===== src/logic/gpm_pkg.sv =====
// constants for the gpio port mode logic: ports, modes, reset values
// assumes an sfr bus that presents a port index and a register select
package gpm_pkg;
	localparam int NPORT = 6;
	localparam int NPIN = 26;
	localparam logic [7:0] PORT_USED [NPORT] = '{8'hff, 8'hff, 8'h0f,
		8'h7f, 8'h0f, 8'h03};
	localparam logic [2:0] DUAL_PORT = 3'h3;
	localparam int DUAL_BIT = 6;
	localparam logic [2:0] DRV_PORT = 3'h1;
	localparam logic [7:0] DRV_MASK = 8'h0f;
	localparam logic [2:0] SEL_DATA = 3'h0;
	localparam logic [2:0] SEL_MODE_LO = 3'h1;
	localparam logic [2:0] SEL_MODE_HI = 3'h2;
	localparam logic [2:0] SEL_SCHMITT = 3'h3;
	localparam logic [2:0] SEL_DRIVE = 3'h4;
	localparam logic [7:0] RST_DATA = 8'hff;
	localparam logic [7:0] RST_MODE_LO = 8'hff;
	localparam logic [7:0] RST_MODE_HI = 8'h00;
	localparam logic [7:0] RST_SCHMITT = 8'h00;
	localparam logic [7:0] RST_DRIVE = 8'h00;
	localparam int STRONG_CYC = 2;
	localparam logic [1:0] STRONG_LOAD = 2'(STRONG_CYC);
endpackage : gpm_pkg


===== src/logic/gpm_port.sv =====
// gpio port latches, mode registers and per-pin driver controls
// assumes sfr writes and reads arrive as single-cycle synchronous strobes
`timescale 1ns/1ps
module gpm_port (
	input wire logic clk_sys,
	input wire logic rst_n,
	input wire logic clk_en,
	input wire logic reset_pin_disable_cfg,
	input wire logic sfr_wr,
	input wire logic sfr_rd,
	input wire logic sfr_rmw,
	input wire logic [2:0] sfr_port,
	input wire logic [2:0] sfr_sel,
	input wire logic [7:0] sfr_wdata,
	output logic [7:0] sfr_rdata,
	input wire logic [47:0] pin_in,
	output logic [47:0] drive_low,
	output logic [47:0] pull_strong,
	output logic [47:0] pull_weak,
	output logic [47:0] pull_very_weak,
	output logic [47:0] schmitt_sel,
	output logic [3:0] port1_drive_strength,
	output logic dual_pin_pullup_en
);
	typedef struct packed {
		logic [5:0][7:0] port_data_reg;
		logic [5:0][7:0] port_mode_sel_lo;
		logic [5:0][7:0] port_mode_sel_hi;
		logic [5:0][7:0] port_input_schmitt_sel;
		logic [7:0] drive;
		logic [47:0][1:0] strong_cnt;
		logic [7:0] rdata;
	} gpm_state_s;

	gpm_state_s st;
	gpm_state_s next_st;

	function automatic logic [7:0] gpm_used(input logic [2:0] p);
		gpm_used = (p < 3'(gpm_pkg::NPORT)) ? gpm_pkg::PORT_USED[p] : 8'h00;
	endfunction : gpm_used

	logic [7:0] pin_view;
	always_comb begin
		pin_view = 8'h00;
		if (sfr_port < 3'(gpm_pkg::NPORT))
			pin_view = pin_in[sfr_port*8 +: 8] & gpm_used(sfr_port);
		// dual pin reads 0 while it serves as reset
		// read as zero
		if (sfr_port == gpm_pkg::DUAL_PORT && !reset_pin_disable_cfg)
			pin_view[gpm_pkg::DUAL_BIT] = 1'b0;
	end

	always_comb begin
		logic [7:0] m;
		m = 8'h00;
		next_st = st;
		m = gpm_used(sfr_port);
		for (int i = 0; i < 48; i++) begin
			if (st.strong_cnt[i] != 2'h0)
				next_st.strong_cnt[i] = st.strong_cnt[i] - 2'h1;
		end
		if (sfr_wr && sfr_port < 3'(gpm_pkg::NPORT)) begin
			case (sfr_sel)
			gpm_pkg::SEL_DATA: begin
				next_st.port_data_reg[sfr_port] = sfr_wdata | ~m;
				for (int b = 0; b < 8; b++) begin
					if (!st.port_data_reg[sfr_port][b] && sfr_wdata[b] &&
						!st.port_mode_sel_lo[sfr_port][b] &&
						!st.port_mode_sel_hi[sfr_port][b])
						next_st.strong_cnt[sfr_port*8+b] = gpm_pkg::STRONG_LOAD;
				end
			end
			gpm_pkg::SEL_MODE_LO:
				next_st.port_mode_sel_lo[sfr_port] = sfr_wdata & m;
			gpm_pkg::SEL_MODE_HI:
				next_st.port_mode_sel_hi[sfr_port] = sfr_wdata & m;
			gpm_pkg::SEL_SCHMITT:
				next_st.port_input_schmitt_sel[sfr_port] = sfr_wdata & m;
			gpm_pkg::SEL_DRIVE:
				if (sfr_port == gpm_pkg::DRV_PORT)
					next_st.drive = sfr_wdata & gpm_pkg::DRV_MASK;
			default: ;
			endcase
		end
		if (sfr_rd) begin
			case (sfr_sel)
			gpm_pkg::SEL_DATA:
				next_st.rdata = sfr_rmw ?
					(st.port_data_reg[sfr_port] & m) : pin_view;
			gpm_pkg::SEL_MODE_LO: next_st.rdata = st.port_mode_sel_lo[sfr_port];
			gpm_pkg::SEL_MODE_HI: next_st.rdata = st.port_mode_sel_hi[sfr_port];
			gpm_pkg::SEL_SCHMITT:
				next_st.rdata = st.port_input_schmitt_sel[sfr_port];
			gpm_pkg::SEL_DRIVE:
				next_st.rdata = (sfr_port == gpm_pkg::DRV_PORT) ? st.drive : 8'h00;
			default: next_st.rdata = 8'h00;
			endcase
			if (sfr_port >= 3'(gpm_pkg::NPORT))
				next_st.rdata = 8'h00;
		end
	end

	always_ff @(posedge clk_sys or negedge rst_n) begin
		if (!rst_n) begin
			st.port_data_reg <= {6{gpm_pkg::RST_DATA}};
			st.port_mode_sel_lo <= {6{gpm_pkg::RST_MODE_LO}};
			st.port_mode_sel_hi <= {6{gpm_pkg::RST_MODE_HI}};
			st.port_input_schmitt_sel <= {6{gpm_pkg::RST_SCHMITT}};
			st.drive <= gpm_pkg::RST_DRIVE;
			st.strong_cnt <= '0;
			st.rdata <= 8'h00;
		end else if (clk_en) begin
			st <= next_st;
		end
	end

	assign sfr_rdata = st.rdata;
	assign port1_drive_strength = st.drive[3:0];

	always_comb begin
		logic lo;
		logic hi;
		logic lat;
		lo = 1'b0;
		hi = 1'b0;
		lat = 1'b0;
		for (int i = 0; i < 48; i++) begin
			lo = st.port_mode_sel_lo[i/8][i%8];
			hi = st.port_mode_sel_hi[i/8][i%8];
			lat = st.port_data_reg[i/8][i%8];
			drive_low[i] = 1'b0;
			pull_strong[i] = 1'b0;
			pull_weak[i] = 1'b0;
			pull_very_weak[i] = 1'b0;
			schmitt_sel[i] = st.port_input_schmitt_sel[i/8][i%8];
			case ({lo, hi})
			2'b00: begin
				drive_low[i] = !lat;
				pull_very_weak[i] = lat;
				pull_weak[i] = lat && pin_in[i];
				pull_strong[i] = lat && st.strong_cnt[i] != 2'h0;
			end
			2'b01: begin
				drive_low[i] = !lat;
				pull_strong[i] = lat;
			end
			2'b11: drive_low[i] = !lat;
			default: ;
			endcase
			if (!gpm_pkg::PORT_USED[i/8][i%8]) begin
				drive_low[i] = 1'b0;
				pull_strong[i] = 1'b0;
				pull_weak[i] = 1'b0;
				pull_very_weak[i] = 1'b0;
				schmitt_sel[i] = 1'b0;
			end
		end
		drive_low[gpm_pkg::DUAL_PORT*8+gpm_pkg::DUAL_BIT] = 1'b0;
		pull_strong[gpm_pkg::DUAL_PORT*8+gpm_pkg::DUAL_BIT] = 1'b0;
		pull_weak[gpm_pkg::DUAL_PORT*8+gpm_pkg::DUAL_BIT] = 1'b0;
		pull_very_weak[gpm_pkg::DUAL_PORT*8+gpm_pkg::DUAL_BIT] = 1'b0;
		schmitt_sel[gpm_pkg::DUAL_PORT*8+gpm_pkg::DUAL_BIT] = 1'b1;
	end

	assign dual_pin_pullup_en = !reset_pin_disable_cfg ||
		st.port_mode_sel_hi[gpm_pkg::DUAL_PORT][gpm_pkg::DUAL_BIT];

	property p_strong_len;
		@(posedge clk_sys) disable iff (!rst_n)
		(clk_en && st.strong_cnt[0] == 2'h0 &&
		next_st.strong_cnt[0] == gpm_pkg::STRONG_LOAD) |=>
		st.strong_cnt[0] == gpm_pkg::STRONG_LOAD ##1
		(!$past(clk_en) || st.strong_cnt[0] == 2'h1);
	endproperty
	a_strong_len: assert property (p_strong_len)
		else $error("strong pullup count wrong");

	property p_pp_high;
		@(posedge clk_sys) disable iff (!rst_n)
		(!st.port_mode_sel_lo[0][0] && st.port_mode_sel_hi[0][0] &&
		st.port_data_reg[0][0]) |-> pull_strong[0] && !drive_low[0];
	endproperty
	a_pp_high: assert property (p_pp_high)
		else $error("push-pull high wrong");

	property p_in_only;
		@(posedge clk_sys) disable iff (!rst_n)
		(st.port_mode_sel_lo[1][2] && !st.port_mode_sel_hi[1][2]) |->
		!(drive_low[10] || pull_strong[10] || pull_weak[10] ||
		pull_very_weak[10]);
	endproperty
	a_in_only: assert property (p_in_only)
		else $error("input-only pin driven");

	property p_od;
		@(posedge clk_sys) disable iff (!rst_n)
		(st.port_mode_sel_lo[0][1] && st.port_mode_sel_hi[0][1]) |->
		!pull_strong[1] && !pull_weak[1] && drive_low[1] ==
		!st.port_data_reg[0][1];
	endproperty
	a_od: assert property (p_od)
		else $error("open-drain drive wrong");

	property p_quasi_low;
		@(posedge clk_sys) disable iff (!rst_n)
		(!st.port_mode_sel_lo[2][0] && !st.port_mode_sel_hi[2][0] &&
		!st.port_data_reg[2][0]) |-> drive_low[16] && !pull_very_weak[16];
	endproperty
	a_quasi_low: assert property (p_quasi_low)
		else $error("quasi low wrong");

	property p_weak;
		@(posedge clk_sys) disable iff (!rst_n)
		(!st.port_mode_sel_lo[0][3] && !st.port_mode_sel_hi[0][3]) |->
		pull_weak[3] == (st.port_data_reg[0][3] && pin_in[3]) &&
		pull_very_weak[3] == st.port_data_reg[0][3];
	endproperty
	a_weak: assert property (p_weak)
		else $error("weak pullup wrong");

	property p_dual_read;
		@(posedge clk_sys) disable iff (!rst_n)
		(clk_en && sfr_rd && !sfr_rmw && sfr_sel == gpm_pkg::SEL_DATA &&
		sfr_port == gpm_pkg::DUAL_PORT && !reset_pin_disable_cfg) |=>
		!sfr_rdata[gpm_pkg::DUAL_BIT];
	endproperty
	a_dual_read: assert property (p_dual_read)
		else $error("dual pin not read as zero");

	property p_cfg_wr;
		@(posedge clk_sys) disable iff (!rst_n)
		(clk_en && sfr_wr && sfr_sel == gpm_pkg::SEL_MODE_HI &&
		sfr_port == 3'h0) |=> st.port_mode_sel_hi[0] == $past(sfr_wdata);
	endproperty
	a_cfg_wr: assert property (p_cfg_wr)
		else $error("mode write not taken");

	property p_rmw;
		@(posedge clk_sys) disable iff (!rst_n)
		(clk_en && sfr_rd && sfr_rmw && sfr_sel == gpm_pkg::SEL_DATA &&
		sfr_port == 3'h1) |=> sfr_rdata == $past(st.port_data_reg[1]);
	endproperty
	a_rmw: assert property (p_rmw)
		else $error("rmw read not from latch");

	property p_very_weak;
		@(posedge clk_sys) disable iff (!rst_n)
		(!st.port_mode_sel_lo[4][1] && !st.port_mode_sel_hi[4][1]) |->
		pull_very_weak[33] == st.port_data_reg[4][1];
	endproperty
	a_very_weak: assert property (p_very_weak)
		else $error("very weak pullup wrong");

	property p_drive_wr;
		@(posedge clk_sys) disable iff (!rst_n)
		(clk_en && sfr_wr && sfr_sel == gpm_pkg::SEL_DRIVE &&
		sfr_port == gpm_pkg::DRV_PORT) |=>
		{4'h0, port1_drive_strength} ==
		($past(sfr_wdata) & gpm_pkg::DRV_MASK);
	endproperty
	a_drive_wr: assert property (p_drive_wr)
		else $error("drive strength write not taken");

	property p_schmitt_wr;
		@(posedge clk_sys) disable iff (!rst_n)
		(clk_en && sfr_wr && sfr_sel == gpm_pkg::SEL_SCHMITT &&
		sfr_port == 3'h1) |=> schmitt_sel[15:8] == $past(sfr_wdata);
	endproperty
	a_schmitt_wr: assert property (p_schmitt_wr)
		else $error("input type select not taken");

	property p_dual_in;
		@(posedge clk_sys) disable iff (!rst_n)
		!drive_low[30] && !pull_strong[30] && !pull_weak[30] &&
		!pull_very_weak[30] && schmitt_sel[30];
	endproperty
	a_dual_in: assert property (p_dual_in)
		else $error("dual pin not a plain schmitt input");

	property p_dual_pu;
		@(posedge clk_sys) disable iff (!rst_n)
		reset_pin_disable_cfg |->
		dual_pin_pullup_en == st.port_mode_sel_hi[3][6];
	endproperty
	a_dual_pu: assert property (p_dual_pu)
		else $error("dual pin pullup not from mode bit");

	property p_reset_pu;
		@(posedge clk_sys) disable iff (!rst_n)
		!reset_pin_disable_cfg |-> dual_pin_pullup_en;
	endproperty
	a_reset_pu: assert property (p_reset_pu)
		else $error("reset pin pullup off");

	property p_rst_mode;
		@(posedge clk_sys) disable iff (!rst_n)
		$rose(rst_n) |-> drive_low == 48'h0 && pull_strong == 48'h0 &&
		pull_weak == 48'h0 && pull_very_weak == 48'h0;
	endproperty
	a_rst_mode: assert property (p_rst_mode)
		else $error("pin driven after reset");

	property p_rst_data;
		@(posedge clk_sys) disable iff (!rst_n)
		$rose(rst_n) |-> st.port_data_reg == {6{gpm_pkg::RST_DATA}};
	endproperty
	a_rst_data: assert property (p_rst_data)
		else $error("data latch not all ones after reset");
endmodule : gpm_port


===== config.mk =====
export PLATFORM = sky130hd
export DESIGN_NAME = gpm_port
export DESIGN_NICKNAME = d
export VERILOG_FILES = /design/src/logic/gpm_pkg.sv /design/src/logic/gpm_port.sv
export SDC_FILE = /design/constraint.sdc
export NUM_CORES = 1
export LEC_CHECK = 0
export ABC_CLOCK_PERIOD_IN_PS = 1900
export BUFFER_PORTS_ARGS = -buffer_cell sky130_fd_sc_hd__buf_2
export CAP_MARGIN = 20
export CELL_PAD_IN_SITES_DETAIL_PLACEMENT = 0
export CELL_PAD_IN_SITES_GLOBAL_PLACEMENT = 1
export CORE_ASPECT_RATIO = 1.1
export CORE_MARGIN = 2
export CORE_UTILIZATION = 41
export DETAILED_ROUTE_END_ITERATION = 8
export PLACE_DENSITY = 0.89
export SLEW_MARGIN = 15
export SYNTH_ARGS = -nofsm -noshare
export SYNTH_HDL_FRONTEND = slang
export SYNTH_SLANG_ARGS = --single-unit

===== constraint.sdc =====
create_clock -name clk_sys -period 1.9 [get_ports clk_sys]
set_input_delay 0.095 -clock clk_sys [delete_from_list [all_inputs] [get_ports clk_sys]]
set_output_delay 0.095 -clock clk_sys [all_outputs]
set_load 0.02 [all_outputs]

==> results.sh <==
export IMPL_run_status="complete, but fails checks"
export IMPL_violations="negative setup slack"
export IMPL_clkTransAtPathRegs_ns=0.06
export IMPL_met3_length_um=3820
export IMPL_synth_area_leaders="dfrtp_1, dfstp_2, buf_4"
export IMPL_rsz0062_at_grt="yes"
export IMPL_hold_class="in2async"
export IMPL_cap_violations=0
export IMPL_relSlewSlack_pct=58.6
export IMPL_numCtsBuffers=28
export IMPL_yosysTopAreaCell="dfrtp_1"
export IMPL_clock_latency_ns=0.56
export IMPL_regArea_um2=6830
export IMPL_cpPeakStageDelay_ns=0.40
export IMPL_cp_required_ns=2.34
export IMPL_period_share_pct=101
export IMPL_crit_type="reg2reg"
export IMPL_syn2layout_area_growth_pct=23.6
export IMPL_netlist_area_leader_share_pct=29.6
export IMPL_top_layer="met5"
export IMPL_drt_wl_total_um=53000
export IMPL_core_um2=35000
export IMPL_r2r_end="st[38]$_DFFE_PN0P_"
export IMPL_ios=322
export IMPL_worstSetupEndpointType="flip-flop"
export IMPL_clock_skew_ns=0.0161
export IMPL_grt_pass1_vias=12800
export IMPL_layout_drive_gt1_share_pct=34.3
export IMPL_syn_avg_cell_area_um2=9.19
export IMPL_grt_max_degree=61
export IMPL_synth_cell_area_um2=14500
export IMPL_setup_violations=1
export IMPL_seq_area_frac_synth_pct=47.0
export IMPL_gp_congestion=1.01
export IMPL_synth_most_common_cell="dfrtp_1"
export IMPL_wl_met1_um=20700
export IMPL_viasPerCell=5.52
export IMPL_start_kind="flip-flop"
export IMPL_cts_sinks=268
export IMPL_worstPathArrival_ns=2.37
export IMPL_cts_tree="built"
export IMPL_fmax_mhz=519
export IMPL_finalPower_mw=14.5
export IMPL_hold_ws_ns=0.0311
export IMPL_antenna_left=0
export IMPL_r2r_start="st[215]$_DFFE_PN1P_"
export IMPL_synth_seq_cells=268
export IMPL_fin_nets=1985
export IMPL_ir_drop_uv=591
export IMPL_dr_pass1_iters=6
export IMPL_p_leak_nw=8.51
export IMPL_route_detailed_drc=0
export IMPL_ys_warn_count=0
export IMPL_reg2reg_depth=7
export IMPL_fin_crit_ns=1.93
export IMPL_htreeDepth=1
export IMPL_async_reset_ff_share_pct=100
export IMPL_timing_final_ws_setup_ns=-0.0284
export IMPL_drtIter0Drc=1306
export IMPL_synth_cells=1580
export IMPL_std_cell_rows=72
export IMPL_grt_pass1_wl_um=78700
export IMPL_die_h_um=201
export IMPL_synth_commonest_cells="dfrtp_1, nand2_1, nor2_1, a21oi_1, buf_4"
export IMPL_die_x_um=183
export IMPL_critical_path_startpoint="st[215]$_DFFE_PN1P_"
export IMPL_worst_path_max_delay_cell="a221oi_2"
export IMPL_crit_end="st[38]$_DFFE_PN0P_"
export IMPL_cts_setup_buffers=0
export IMPL_via_count=13200
export IMPL_grt_ovfl_total=0
export IMPL_multi_input_area_um2=6450
export IMPL_wl_per_cell_um=22.2
export IMPL_antenna_found_initial=3
export IMPL_drv_slew=0
export IMPL_cts_root_buf="clkbuf_16"
export IMPL_tns_ns=-0.0284
export IMPL_grtUsageTotal_pct=28.3
export IMPL_hpwlAfterDp_um=40100
export IMPL_portBuffers=228
export IMPL_tightest_slew_ns=0.621
export IMPL_synth_edf_count=0
export IMPL_crit_chain="mux2i_1 -> o21ai_1 -> a221oi_2 -> nand4_1 -> nor3_1 -> buf_4 -> o2bb2ai_1"
export IMPL_synth_distinct_cells=67
export IMPL_dieArea_um2=37000
export IMPL_crit_fanout=4
export IMPL_ys_flop_type="dfrtp_1"
export IMPL_filler_cell_count=3269
export IMPL_cts_buffer_depth=3
export IMPL_dr_wl_met2_um=25300
export IMPL_start_util_pct=41.5
export IMPL_rrSetupSlack_ns=-0.03
export IMPL_power_density_nw_per_um2=805
export IMPL_hold_viol_final=0
## area by class of cell
cell class	count	share of cell area, %
Inverter	63	1.33
Multi-Input combinational cell	1122	35.9
Timing Repair Buffer	433	16.3
Clock inverter	20	1.13
Clock buffer	32	4.15
Tap cell	444	3.09
Sequential cell	268	38.0
Antenna cell	2	0.0279
## how the worst min path moves through the flow
stage	cells after the start	end
6_report	2	schmitt_sel[8]$_DFFE_PN0P_
3_5_place_dp	1	st[73]$_DFFE_PN0P_
3_3_place_gp	1	st[73]$_DFFE_PN0P_
2_1_floorplan	0	port1_drive_strength[0]$_DFFE_PN0P_
5_1_grt	2	st[210]$_DFFE_PN1P_
4_1_cts	2	schmitt_sel[24]$_DFFE_PN0P_
## layer usage
| metal | vias to the layer above | GRT usage [%] |
|---|---|---|
| li1 | 5884 | - |
| met1 | 6456 | 35.8 |
| met2 | 654 | 47.0 |
| met3 | 159 | 4.05 |
| met4 | 2 | 14.8 |
| met5 | - | 0 |
## sequential cells by signal (all words and copies together) (netlist names)
| name | flops |
|---|---|
| sfr_rdata | 8 |
| port1_drive_strength | 4 |
| st | 224 |
| schmitt_sel | 32 |
## repair_timing
item	4_1_cts	5_1_grt
resized for setup	11	16
hold buffers	11	0
pin swaps	2	2
endpoints found under the setup margin	8	23
hold endpoints to repair	217	0
## stage by stage
step	util, %	cells	setup WS, ns	cell area [um^2]
after floorplan	-	1658	0.275	14800
after global placement	48.0	2319	-0.175	16800
after detailed placement	48.0	2319	-0.209	16800
after CTS	51.1	2382	0.00169	17900
after global routing	51.2	2383	-0.0490	18000
final	51.3	2384	-0.0284	18000
## worst max-delay path, delay by kind of cell, from the launching register on
family                 cells  cell delay, ns
flip-flops                 1            0.39
AO/OA/AOI/OAI              3            0.60
multiplexers               1            0.13
buffers and inverters      1            0.17
AND/OR/NAND/NOR            2            0.53
## kinds of logic after synthesis
group,after synthesis,synth area share (%)
mux,75,5.65
compound gates,403,16.9
flops,268,47.0
buf+inv,268,11.2
other cells,2,0.0517
simple gates,564,19.2
## report_power, final
group          switching, mW  total [mW]  leakage (nW)  internal, mW
registers              0.261        6.31          3.38          6.05
logic                   1.62        2.48          4.65         0.861
clock network           2.43        5.67         0.473          3.24
total                   4.31        14.5          8.51          10.2
## cell usage in the layout, fill, tap and decap left out, types with 4 or more instances in the layout
| cell | n |
|---|---|
| o22ai_1 | 4 |
| conb_1 | 80 |
| dlygate4sd3_1 | 11 |
| or2_2 | 15 |
| a32oi_1 | 5 |
| nand3b_1 | 6 |
| o21ai_1 | 11 |
| nor3_2 | 6 |
| inv_1 | 61 |
| nand3_1 | 10 |
| clkinv_2 | 11 |
| nand2_1 | 164 |
| nor3b_1 | 6 |
| o211ai_1 | 5 |
| nor2b_1 | 9 |
| o21ai_0 | 132 |
| a221oi_2 | 4 |
| nor2_1 | 129 |
| a222oi_1 | 5 |
| dfrtp_1 | 172 |
| nand2b_1 | 55 |
| and2_1 | 82 |
| buf_12 | 17 |
| a22o_1 | 26 |
| dfstp_2 | 96 |
| o221ai_1 | 6 |
| buf_2 | 225 |
| a211oi_1 | 6 |
| and3_1 | 9 |
| a22oi_1 | 20 |
| mux2i_1 | 31 |
| a221o_1 | 8 |
| buf_4 | 179 |
| o2bb2ai_1 | 7 |
| a32o_1 | 4 |
| mux2_2 | 40 |
| nor2_2 | 10 |
| a21oi_1 | 134 |
| nor3_1 | 39 |
| clkbuf_16 | 28 |
Note: power is estimated with default switching activity, not from simulation.
